**src/logic/ncr_regs.svh**
```systemverilog
// Purpose: Register numbers, field positions, reset values and timing counts
// Assumes: Configuration accesses use register numbers, not byte addresses
// Notes: Included by the routing and register-bank design files of the node configuration block
`ifndef NCR_REGS_SVH
`define NCR_REGS_SVH
// Register numbers
`define NCR_A_DEV_ID 8'h00
`define NCR_A_SW_DESC 8'h01
`define NCR_A_SW_CFG 8'h04
`define NCR_A_NODE_ID 8'h05
`define NCR_A_CLKGEN 8'h06
`define NCR_A_SW_DIV 8'h07
`define NCR_A_REF_DIV 8'h08
`define NCR_A_SCAN_ID 8'h09
`define NCR_A_USERCODE 8'h0A
`define NCR_A_DIR_LO 8'h0C
`define NCR_A_DIR_HI 8'h0D
`define NCR_A_LINK_BASE 5'h04
// Switch configuration fields
`define NCR_CFG_WLOCK 31
`define NCR_CFG_CGLOCK 8
`define NCR_CFG_HDR 0
// Clock-generator settings fields
`define NCR_CG_NORST 31
`define NCR_CG_NOLOCK 30
`define NCR_CG_BYPASS 29
`define NCR_CG_JTAG 28
`define NCR_CG_WMASK 32'hF39F_FF7F
`define NCR_CG_RST 32'h0000_0000
// Link direction field and link count
`define NCR_LINK_DIR_HI 11
`define NCR_LINK_DIR_LO 8
`define NCR_NUM_LINKS 8
// Reset values
`define NCR_REF_DIV_RST 16'h0003
// Timing
`define NCR_CLK_NS 4
`define NCR_TILE_RST_NS 32
`define NCR_TILE_RST_CYC ((`NCR_TILE_RST_NS + `NCR_CLK_NS - 1) / `NCR_CLK_NS)
`endif

```
**src/logic/ncr_pkg.sv**
```systemverilog
// Purpose: Types shared by the node configuration and routing files
// Assumes: Constants live in ncr_regs.svh
// Notes: Types only
package ncr_pkg;
	typedef logic [15:0] ncr_node_id_t;
	typedef logic [3:0] ncr_dir_t;
	typedef enum logic [1:0]
	{
		NCR_CG_IDLE = 2'b00,
		NCR_CG_RESET = 2'b01,
		NCR_CG_RELOCK = 2'b10
	} ncr_cg_state_t;
endpackage : ncr_pkg

```
**src/logic/ncr_route.sv**
```systemverilog
// Purpose: Per-packet direction lookup and link eligibility
// Assumes: Destination and tables are stable in the cycle pkt_valid_i is high
// Notes: Result is registered, one cycle after the packet is offered
`timescale 1ns/1ps
`include "ncr_regs.svh"
module ncr_route
(
	// Clock, reset, enable
	input wire logic clock_i,
	input wire logic rstn_i,
	input wire logic ce_i,
	// Tables
	input wire ncr_pkg::ncr_node_id_t node_id_i,
	input wire logic [31:0] dir_lo_i,
	input wire logic [31:0] dir_hi_i,
	input wire logic [31:0] link_dirs_i,
	// Packet
	input wire logic pkt_valid_i,
	input wire ncr_pkg::ncr_node_id_t pkt_dest_i,
	// Result
	output logic route_valid_o,
	output logic route_local_o,
	output ncr_pkg::ncr_dir_t route_dir_o,
	output logic [`NCR_NUM_LINKS-1:0] link_eligible_o
);
	import ncr_pkg::*;

	ncr_node_id_t diff;
	logic [63:0] dirs_all;
	ncr_dir_t dir_tab [0:15];
	ncr_dir_t dir_next;
	logic local_next;
	logic [`NCR_NUM_LINKS-1:0] elig_next;

	// One nibble per mismatch position, 0..7 low word, 8..15 high word
	assign diff = pkt_dest_i ^ node_id_i;
	assign dirs_all = {dir_hi_i, dir_lo_i};
	assign local_next = (diff == 16'h0000);

	genvar gi;
	generate
		for (gi = 0; gi < 16; gi++)
		begin : g_tab
			assign dir_tab[gi] = dirs_all[4*gi +: 4];
		end
		for (gi = 0; gi < `NCR_NUM_LINKS; gi++)
		begin : g_link
			assign elig_next[gi] = pkt_valid_i && !local_next &&
				(dir_next == link_dirs_i[4*gi +: 4]);
		end
	endgenerate

	// Ascending scan so the highest differing bit wins
	always_comb
	begin
		dir_next = 4'h0;
		for (int k = 0; k < 16; k++)
			if (diff[k])
				dir_next = dir_tab[k];
	end

	// Registered result
	always_ff @(posedge clock_i)
	begin
		if (!rstn_i)
		begin
			route_valid_o <= 1'b0;
			route_local_o <= 1'b0;
			route_dir_o <= 4'h0;
			link_eligible_o <= '0;
		end
		else if (ce_i)
		begin
			route_valid_o <= pkt_valid_i;
			route_local_o <= pkt_valid_i && local_next;
			route_dir_o <= dir_next;
			link_eligible_o <= elig_next;
		end
	end
endmodule : ncr_route

```
**src/logic/ncr_cfg.sv**
```systemverilog
// Purpose: Node configuration register bank with routing direction tables
// Assumes: Config port is single-cycle, reads answer on the next edge
// Notes: Identification values are parameters except boot straps and OTP code; the write lock clears only by reset, the clock-generator lock also by a write
`timescale 1ns/1ps
`include "ncr_regs.svh"
module ncr_cfg
#(
	parameter logic [7:0] SW_REVISION = 8'h01, // Arbitrary value
	parameter logic [7:0] SW_VERSION = 8'h01, // Arbitrary value
	parameter logic [7:0] NUM_SYS_LINKS = 8'h08,
	parameter logic [7:0] NUM_SW_PROCS = 8'h02,
	parameter logic [7:0] NUM_DEV_PROCS = 8'h02,
	parameter logic [31:0] SCAN_DEVICE_ID = 32'h0000_0001, // Arbitrary value
	parameter logic [17:0] METAL_ID = 18'h00001 // Arbitrary value
)
(
	// Clock, reset, enable
	input wire logic clock_i,
	input wire logic rstn_i,
	input wire logic ce_i,
	// Configuration access
	input wire logic cfg_wr_i,
	input wire logic cfg_rd_i,
	input wire logic [7:0] cfg_addr_i,
	input wire logic [31:0] cfg_wdata_i,
	output logic [31:0] cfg_rdata_o,
	output logic cfg_rvalid_o,
	// Straps and OTP
	input wire logic [7:0] boot_select_pins_i,
	input wire logic [13:0] otp_user_code_i,
	// Clock generator
	input wire logic cg_locked_i,
	output logic [2:0] cg_out_div_o,
	output logic [12:0] cg_fb_mul_o,
	output logic [6:0] cg_in_div_o,
	output logic cg_bypass_o,
	output logic cg_jtag_boot_o,
	output logic cg_busy_o,
	output logic tile_reset_o,
	// Switch settings
	output logic hdr_one_byte_o,
	output ncr_pkg::ncr_node_id_t node_id_o,
	output logic [15:0] sw_clk_div_o,
	output logic [15:0] ref_clk_div_o,
	// Packet routing
	input wire logic pkt_valid_i,
	input wire ncr_pkg::ncr_node_id_t pkt_dest_i,
	output logic route_valid_o,
	output logic route_local_o,
	output ncr_pkg::ncr_dir_t route_dir_o,
	output logic [`NCR_NUM_LINKS-1:0] link_eligible_o
);
	import ncr_pkg::*;

	logic [7:0] boot_reg;
	logic wlock_reg;
	logic cglock_reg;
	logic hdr_reg;
	ncr_node_id_t node_id_reg;
	logic [31:0] cg_reg;
	logic [15:0] sw_div_reg;
	logic [15:0] ref_div_reg;
	logic [31:0] dir_lo_reg;
	logic [31:0] dir_hi_reg;
	logic [31:0] link_dirs_reg;
	ncr_cg_state_t cg_state_reg;
	logic [3:0] cg_cnt_reg;
	logic [31:0] rd_next;
	logic wr_ok;
	logic cg_wr;
	logic link_hit;

	// Any accepted write; the lock also guards itself so it sticks until reset
	assign wr_ok = cfg_wr_i && ce_i && !wlock_reg;
	assign cg_wr = wr_ok && (cfg_addr_i == `NCR_A_CLKGEN) && !cglock_reg
		&& (cg_state_reg == NCR_CG_IDLE);
	assign link_hit = (cfg_addr_i[7:3] == `NCR_A_LINK_BASE);

	// Boot straps are caught while reset is held, then frozen
	always_ff @(posedge clock_i)
	begin
		if (!rstn_i)
			boot_reg <= boot_select_pins_i;
	end

	// Switch configuration
	always_ff @(posedge clock_i)
	begin
		if (!rstn_i)
		begin
			wlock_reg <= 1'b0;
			cglock_reg <= 1'b0;
			hdr_reg <= 1'b0;
		end
		else if (wr_ok && cfg_addr_i == `NCR_A_SW_CFG)
		begin
			wlock_reg <= cfg_wdata_i[`NCR_CFG_WLOCK];
			cglock_reg <= cfg_wdata_i[`NCR_CFG_CGLOCK];
			hdr_reg <= cfg_wdata_i[`NCR_CFG_HDR];
		end
	end

	// Node identifier and clock dividers
	always_ff @(posedge clock_i)
	begin
		if (!rstn_i)
		begin
			node_id_reg <= 16'h0000;
			sw_div_reg <= 16'h0000;
			ref_div_reg <= `NCR_REF_DIV_RST;
		end
		else if (wr_ok)
		begin
			if (cfg_addr_i == `NCR_A_NODE_ID)
				node_id_reg <= cfg_wdata_i[15:0];
			if (cfg_addr_i == `NCR_A_SW_DIV)
				sw_div_reg <= cfg_wdata_i[15:0];
			if (cfg_addr_i == `NCR_A_REF_DIV)
				ref_div_reg <= cfg_wdata_i[15:0];
		end
	end

	// Clock-generator settings; reserved bits are never stored
	always_ff @(posedge clock_i)
	begin
		if (!rstn_i)
			cg_reg <= `NCR_CG_RST;
		else if (cg_wr)
			cg_reg <= cfg_wdata_i & `NCR_CG_WMASK;
	end

	// Direction tables and per-link directions
	always_ff @(posedge clock_i)
	begin
		if (!rstn_i)
		begin
			dir_lo_reg <= 32'h0000_0000;
			dir_hi_reg <= 32'h0000_0000;
			link_dirs_reg <= 32'h0000_0000;
		end
		else if (wr_ok)
		begin
			if (cfg_addr_i == `NCR_A_DIR_LO)
				dir_lo_reg <= cfg_wdata_i;
			if (cfg_addr_i == `NCR_A_DIR_HI)
				dir_hi_reg <= cfg_wdata_i;
			if (link_hit)
				link_dirs_reg[4*cfg_addr_i[2:0] +: 4] <=
					cfg_wdata_i[`NCR_LINK_DIR_HI:`NCR_LINK_DIR_LO];
		end
	end

	// Tile reset then relock; further settings writes are refused until idle
	always_ff @(posedge clock_i)
	begin
		if (!rstn_i)
		begin
			cg_state_reg <= NCR_CG_IDLE;
			cg_cnt_reg <= 4'h0;
		end
		else if (ce_i)
		begin
			unique case (cg_state_reg)
				NCR_CG_IDLE:
				begin
					if (cg_wr && !cfg_wdata_i[`NCR_CG_NORST])
					begin
						cg_state_reg <= NCR_CG_RESET;
						cg_cnt_reg <= 4'(`NCR_TILE_RST_CYC - 1);
					end
					else if (cg_wr && !cfg_wdata_i[`NCR_CG_NOLOCK])
						cg_state_reg <= NCR_CG_RELOCK;
				end
				NCR_CG_RESET:
				begin
					if (cg_cnt_reg == 4'h0)
						cg_state_reg <= cg_reg[`NCR_CG_NOLOCK] ? NCR_CG_IDLE
							: NCR_CG_RELOCK;
					else
						cg_cnt_reg <= cg_cnt_reg - 4'h1;
				end
				NCR_CG_RELOCK:
				begin
					if (cg_locked_i)
						cg_state_reg <= NCR_CG_IDLE;
				end
				default:
					cg_state_reg <= NCR_CG_IDLE;
			endcase
		end
	end

	// Read multiplexer; unmapped numbers read as zero
	always_comb
	begin
		rd_next = 32'h0000_0000;
		case (cfg_addr_i)
			`NCR_A_DEV_ID: rd_next = {8'h00, boot_reg, SW_REVISION, SW_VERSION};
			`NCR_A_SW_DESC: rd_next = {8'h00, NUM_SYS_LINKS, NUM_SW_PROCS, NUM_DEV_PROCS};
			`NCR_A_SW_CFG: rd_next = {wlock_reg, 22'h000000, cglock_reg, 7'h00, hdr_reg};
			`NCR_A_NODE_ID: rd_next = {16'h0000, node_id_reg};
			`NCR_A_CLKGEN: rd_next = cg_reg;
			`NCR_A_SW_DIV: rd_next = {16'h0000, sw_div_reg};
			`NCR_A_REF_DIV: rd_next = {16'h0000, ref_div_reg};
			`NCR_A_SCAN_ID: rd_next = SCAN_DEVICE_ID;
			`NCR_A_USERCODE: rd_next = {otp_user_code_i, METAL_ID};
			`NCR_A_DIR_LO: rd_next = dir_lo_reg;
			`NCR_A_DIR_HI: rd_next = dir_hi_reg;
			default:
			begin
				if (link_hit)
					rd_next[`NCR_LINK_DIR_HI:`NCR_LINK_DIR_LO] =
						link_dirs_reg[4*cfg_addr_i[2:0] +: 4];
			end
		endcase
	end

	// Read answer, held until the next read
	always_ff @(posedge clock_i)
	begin
		if (!rstn_i)
		begin
			cfg_rdata_o <= 32'h0000_0000;
			cfg_rvalid_o <= 1'b0;
		end
		else if (ce_i)
		begin
			cfg_rvalid_o <= cfg_rd_i;
			if (cfg_rd_i)
				cfg_rdata_o <= rd_next;
		end
	end

	// Settings driven from registers
	assign hdr_one_byte_o = hdr_reg;
	assign node_id_o = node_id_reg;
	assign sw_clk_div_o = sw_div_reg;
	assign ref_clk_div_o = ref_div_reg;
	assign cg_out_div_o = cg_reg[25:23];
	assign cg_fb_mul_o = cg_reg[20:8];
	assign cg_in_div_o = cg_reg[6:0];
	assign cg_bypass_o = cg_reg[`NCR_CG_BYPASS];
	assign cg_jtag_boot_o = cg_reg[`NCR_CG_JTAG];
	assign tile_reset_o = (cg_state_reg == NCR_CG_RESET);
	assign cg_busy_o = (cg_state_reg != NCR_CG_IDLE);

	// Direction lookup against the live tables
	ncr_route u_route
	(
		.clock_i(clock_i),
		.rstn_i(rstn_i),
		.ce_i(ce_i),
		.node_id_i(node_id_reg),
		.dir_lo_i(dir_lo_reg),
		.dir_hi_i(dir_hi_reg),
		.link_dirs_i(link_dirs_reg),
		.pkt_valid_i(pkt_valid_i),
		.pkt_dest_i(pkt_dest_i),
		.route_valid_o(route_valid_o),
		.route_local_o(route_local_o),
		.route_dir_o(route_dir_o),
		.link_eligible_o(link_eligible_o)
	);
endmodule : ncr_cfg

```
**config.mk**
```make
export PLATFORM = sky130hd
export DESIGN_NAME = ncr_cfg
export DESIGN_NICKNAME = d
export VERILOG_FILES = /design/src/logic/ncr_pkg.sv /design/src/logic/ncr_route.sv /design/src/logic/ncr_cfg.sv
export VERILOG_INCLUDE_DIRS = /design/src /design/src/logic
export SDC_FILE = /design/constraint.sdc
export NUM_CORES = 1
export LEC_CHECK = 0
export ABC_AREA = 1
export BUFFER_PORTS_ARGS = -buffer_cell sky130_fd_sc_hd__buf_2
export CAP_MARGIN = 40
export CORE_UTILIZATION = 35
export DETAILED_ROUTE_END_ITERATION = 10
export PLACE_DENSITY = 0.64
export SYNTH_ARGS = -nofsm -noshare
export SYNTH_HDL_FRONTEND = slang
export SYNTH_SLANG_ARGS = --single-unit
```
**constraint.sdc**
```tcl
create_clock -name clock_i -period 4.4 [get_ports clock_i]
set_clock_uncertainty 0.05 [all_clocks]
set_input_delay 0.44 -clock clock_i [delete_from_list [all_inputs] [get_ports clock_i]]
set_output_delay 0.44 -clock clock_i [all_outputs]
set_load 0.01 [all_outputs]
```
Word-level counts from Yosys, hierarchy flattened
Index checks and enable logic that the tools add are counted.
{ "totals": {"reg_bits": 235, "latchBits": 0, "ram_bits": 0, "romBits": 0, "output_inout_bits": 123, "mem_count": 0} }
{ "classes": {"add_sub_neg": 2, "mul": 0, "div_mod_pow": 0, "order_cmp": 0, "n_eq_ne": 26, "shifts": 3, "n_mux": 30, "n_bitwise": 1, "n_reduce_logical": 40} }
{ "op_table": {"columns": ["operator", "n"], "rows": [
  ["$pmux W20 S10", 1],
  ["$mux W4", 19],
  ["$pmux W8 S9", 1],
  ["$eq A8 B4 Y1 const B", 5],
  ["$pmux W4 S10", 1],
  ["$neg A5 Y34", 1],
  ["$shift A4 B34 Y32 const A", 1],
  ["$shiftx A4 B34 Y32", 1],
  ["$bwmux W32", 1],
  ["$eq A4 B4 Y1", 8],
  ["$eq A8 B3 Y1 const B", 4],
  ["$shiftx A32 B6 Y4", 1],
  ["$logic_and A1 B1 Y1", 18],
  ["$logic_not A16 Y1", 1],
  ["$xor A16 B16 Y16", 1],
  ["$reduce_and A2 Y1", 7],
  ["$mux W2", 5],
  ["$eq A8 B1 Y1 const B", 1],
  ["$logic_not A8 Y1", 1],
  ["$pmux W4 S2", 1],
  ["$reduce_and A4 Y1", 2],
  ["$pmux W2 S3", 1],
  ["$eq A5 B3 Y1 const B", 1],
  ["$logic_not A1 Y1", 5],
  ["other kinds (11)", 14]
]} }

Logic depth before layout (Yosys ltp)
{ "logic_depth": {"ltp_word": 19, "ltp_mapped": 30, "mapped_depth_nobuf": 29} }

Hierarchy
Synthesis repeated with hierarchy kept, for this count alone.
{ "hier_totals": {"hier_cells": 1765, "hier_area_um2": 11895.2} }
{ "by_module_without_submodules": {"columns": ["mod", "n_inst", "cells_each", "area_per_inst_um2"], "rows": [
  ["ncr_cfg", 1, 1333, 9721.8],
  ["ncr_route", 1, 432, 2173.3]
]} }

Least setup slack after synthesis
OpenSTA, ideal clock, no wires.
{ "synth_path": {"path_type": "input -> register", "startpoint": "in cfg_addr_i[0]", "endpoint": "reg cg_cnt_reg[2]", "setup_time_ns": 0.149, "t_arrival_ns": 2.584, "required_ns": 4.201, "slack_ns": 1.617, "cell_stages": 16, "cell_sequence": "clkbuf_1 > inv_1 > clkbuf_1 > ha_1 > inv_1 > nor3_4 > inv_2 > nor4_4 > inv_2 > nor2_4 > inv_2 > nand2_1 > and3_1 > inv_2 > o21ai_0 > a21oi_1"} }
{ "synth_between": {"elab_chain_cells": 7} }
{ "synth_rtl": {"columns": ["element", "line_no", "source"], "rows": [
  ["start: declaration", "ncr_cfg.sv:24", "input wire logic [7:0] cfg_addr_i,"],
  ["$eq A8 B3 Y1", null, null],
  ["$logic_and A1 B1 Y1 (3 in a row)", "ncr_cfg.sv:75", "assign cg_wr = wr_ok && (cfg_addr_i == `NCR_A_CLKGEN) && !cglock_reg"],
  ["$logic_and A1 B1 Y1", "ncr_cfg.sv:166", "if (cg_wr && !cfg_wdata_i[`NCR_CG_NORST])"],
  ["$ne A2 B1 Y1 (no source line)", null, null],
  ["$reduce_and A4 Y1 (no source line)", null, null],
  ["end signal: assignment", "ncr_cfg.sv:169", "cg_cnt_reg <= 4'(`NCR_TILE_RST_CYC - 1);"],
  ["end signal: assignment", "ncr_cfg.sv:180", "cg_cnt_reg <= cg_cnt_reg - 4'h1;"],
  ["end: declaration", "ncr_cfg.sv:67", "logic [3:0] cg_cnt_reg;"]
]} }
No other way between the ends.
A chain may end at the register's enable or synchronous reset.

Worst setup path after layout
{ "layout_path": {"startpoint": "in cfg_addr_i[1]", "endpoint": "reg node_id_reg[1], in the netlist node_id_o[1]"} }
{ "layout_between": {"elab_chain_cells": 2} }
{ "layout_rtl": {"columns": ["element", "line_no", "source"], "rows": [
  ["$eq A8 B3 Y1", null, null],
  ["$reduce_and A2 Y1 (no source line)", null, null],
  ["end signal: assignment", "ncr_cfg.sv:115", "node_id_reg <= cfg_wdata_i[15:0];"],
  ["end: declaration", "ncr_cfg.sv:59", "ncr_node_id_t node_id_reg;"]
]} }
No other way between the ends.

==> out/results.ini <==
[status]
status=complete, no violations

[global_routing]
antenna_found_initial=1
grt_overflow=0
grt.total_usage=0.244
grt_pass1_vias=10900
grt_pass1_wl_mm=63.7
grt_max_degree=105

[synthesis]
synth_cell_types=47
syn_area_mm2=0.0115
synth_top_flop_cell=dfxtp_1
synth_edf_count=8
async_reset_ff_frac=0
synth_top_family_by_area=simple AND/OR/NAND/NOR gates
synth_fa_ha_area_frac=0.00654
synthCells=1661
synth-simple-area-share=0.258
avgSynthCellArea_um2=6.91
synth_compound_area_frac=0.210
synth_warnings=0
syn-num-nets=1752
ys_seq_area_frac=0.417
muxShareOfSynthArea=0
synth_seq_cells=235
synth_xor_area_frac=0.0104

[cts]
clk_pin_slew_ps=70
post_cts_resized=0
cts_setup_buffers=0
clk-insertion-delay-late_ps=540
hold_buffers=0
cts_tree=built
cts-buffers-inserted=27
htreeDepth=1
clock-root-buffer=clkbuf_16
clockBufferDepth=3
clkSinkCount=235

[finish]
final_common_cell=nand2_1
finalNetCount=1908
area_delta_synth_final_pct=18.6
layout_common_cells=nand2_1 (300), nor2_1 (272), dfxtp_1 (227), o21ai_0 (214), buf_2 (206)
drive_gt1_frac=0.184
nFillCells=3388
antenna_cells=0
fin_area_mm2=0.0136

[sta]
setup_viol=0
grt_setup_unrepaired=no
hold_violations=0
worst_slew_pin_slew_ps=937
min_period_ps=3130
slew_viol_final=0
slew_headroom=0.376
period_share=0.712
timing.fmax_mhz=319
finalSetupTns_ps=0

[route]
num_vias=11900
drt-wirelength-per-cell_um=18.4
ant_nets=0
vias_per_cell=5.22
drt_iter0_drc=981
drtPass1Iterations=5
wl_mm=41.8
drcViolationCount=0

[hold_path]
min-delay-start=boot_select_pins_i[2]
hold_depth=1
hold_class=input port to flip-flop

[placement]
port_buffers=207
gp_congestion=0.936
dp_hpwl_mm=30.5
post_dp_cell_area_mm2=0.0127

[pwr]
ir_worst_vdd_v=0.000263
power_leakage_nw=6.04
powerDensity_mw_per_mm2=349

[setup_path]
cp-start-kind=input port
worst_ep_required_time_ps=4810
crit_path_max_fanout=25
arrival_ps=3540
r2r_cells=10
worstSetupEndpointType=flip-flop
r2r_start=node_id_o[15]
cp-startpoint=cfg_addr_i[1]
path_class=input port to flip-flop

[job]
max_cap_violations=0

[die]
die-area_mm2=0.0335
core_area_mm2=0.0319
fp.dieH_um=183
ios=208
rows=65
die_w_um=183
initial_core_util=0.360

[final cells by class]
cell class	instances	area, µm²	area share
Multi-Input combinational cell	1156	5580	0.409
Sequential cell	235	4780	0.351
Clock inverter	13	87.6	0.00643
Timing Repair Buffer	228	1210	0.0885
Inverter	169	637	0.0467
Tap cell	435	544	0.0400
Clock buffer	35	787	0.0578
[stage by stage]
step / utilization / setup slack [ps] / instances / power (W) / hold WS, ps
floorplan: - / 1620 / 1661 / 0.00243 / 389
global placement: 0.399 / 974 / 2221 / 0.00258 / 395
detailed placement: 0.400 / 884 / 2222 / 0.00259 / 402
CTS: 0.427 / 1350 / 2270 / 0.00478 / 16.7
global route: 0.427 / 1020 / 2271 / 0.00490 / 21.7
finish: 0.427 / 1270 / 2271 / 0.00475 / 26.2
[cell usage after synthesis (10+ instances only)]
cell type / number / area (µm²)
nand2_1: 300 / 1130
nor2_1: 272 / 1020
dfxtp_1: 227 / 4540
o21ai_0: 214 / 1070
inv_1: 149 / 559
a21oi_1: 128 / 641
nand3_1: 83 / 415
clkbuf_1: 71 / 267
a22oi_1: 24 / 180
buf_4: 24 / 180
a211oi_1: 18 / 135
a221oi_1: 17 / 149
inv_2: 16 / 60.1
nand4_1: 12 / 75.1
nand2_2: 10 / 62.6
[per-layer routing]
| metal | track usage | up-vias | part of all wire |
|---|---|---|---|
| li1 | - | 5767 | - |
| met1 | 0.340 | 5510 | 0.45 |
| met2 | 0.384 | 503 | 0.45 |
| met3 | 0.0383 | 71 | 0.073 |
| met4 | 0.0830 | 2 | 0.031 |
| met5 | 0 | - | 0.00019 |
[report_power, final]
part | internal (W) | total, W | switching, W | leakage [nW]
clock network | 0.00126 | 0.00221 | 0.000944 | 0.431
logic | 0.000110 | 0.000372 | 0.000262 | 3.70
registers | 0.00216 | 0.00217 | 0.0000109 | 1.91
total | 0.00354 | 0.00475 | 0.00122 | 6.04
[path summary, 6_finish.rpt]
kind	to	slack (ps)
setup / recovery	node_id_o[1]	1270
hold / removal	boot_reg[2]	30
setup reg to reg	u_route.link_eligible_o[6]	1450
hold reg to reg	u_route.link_eligible_o[4]	410
[logic make-up (layout without fill, tap and decap cells)]
group                      Yosys count  count (layout)
AOI/OAI and AO/OA                  431             431
xor gates and xnor gates            11              11
adders and majority gates            6               6
buffers and inverters              270             445
DFF                                235             235
and+or+nand+nor                    708             708
[worst max-delay path, cell delays in order]
cell	delay, ps
buf_2	260
clkinv_1	320
ha_1	280
inv_1	50
nor2_1	50
inv_1	100
nor2_1	50
buf_4	160
inv_1	480
nor2_1	300
inv_1	630
o21ai_0	210
a21oi_1	190
Power figures use the tool's default switching activity.
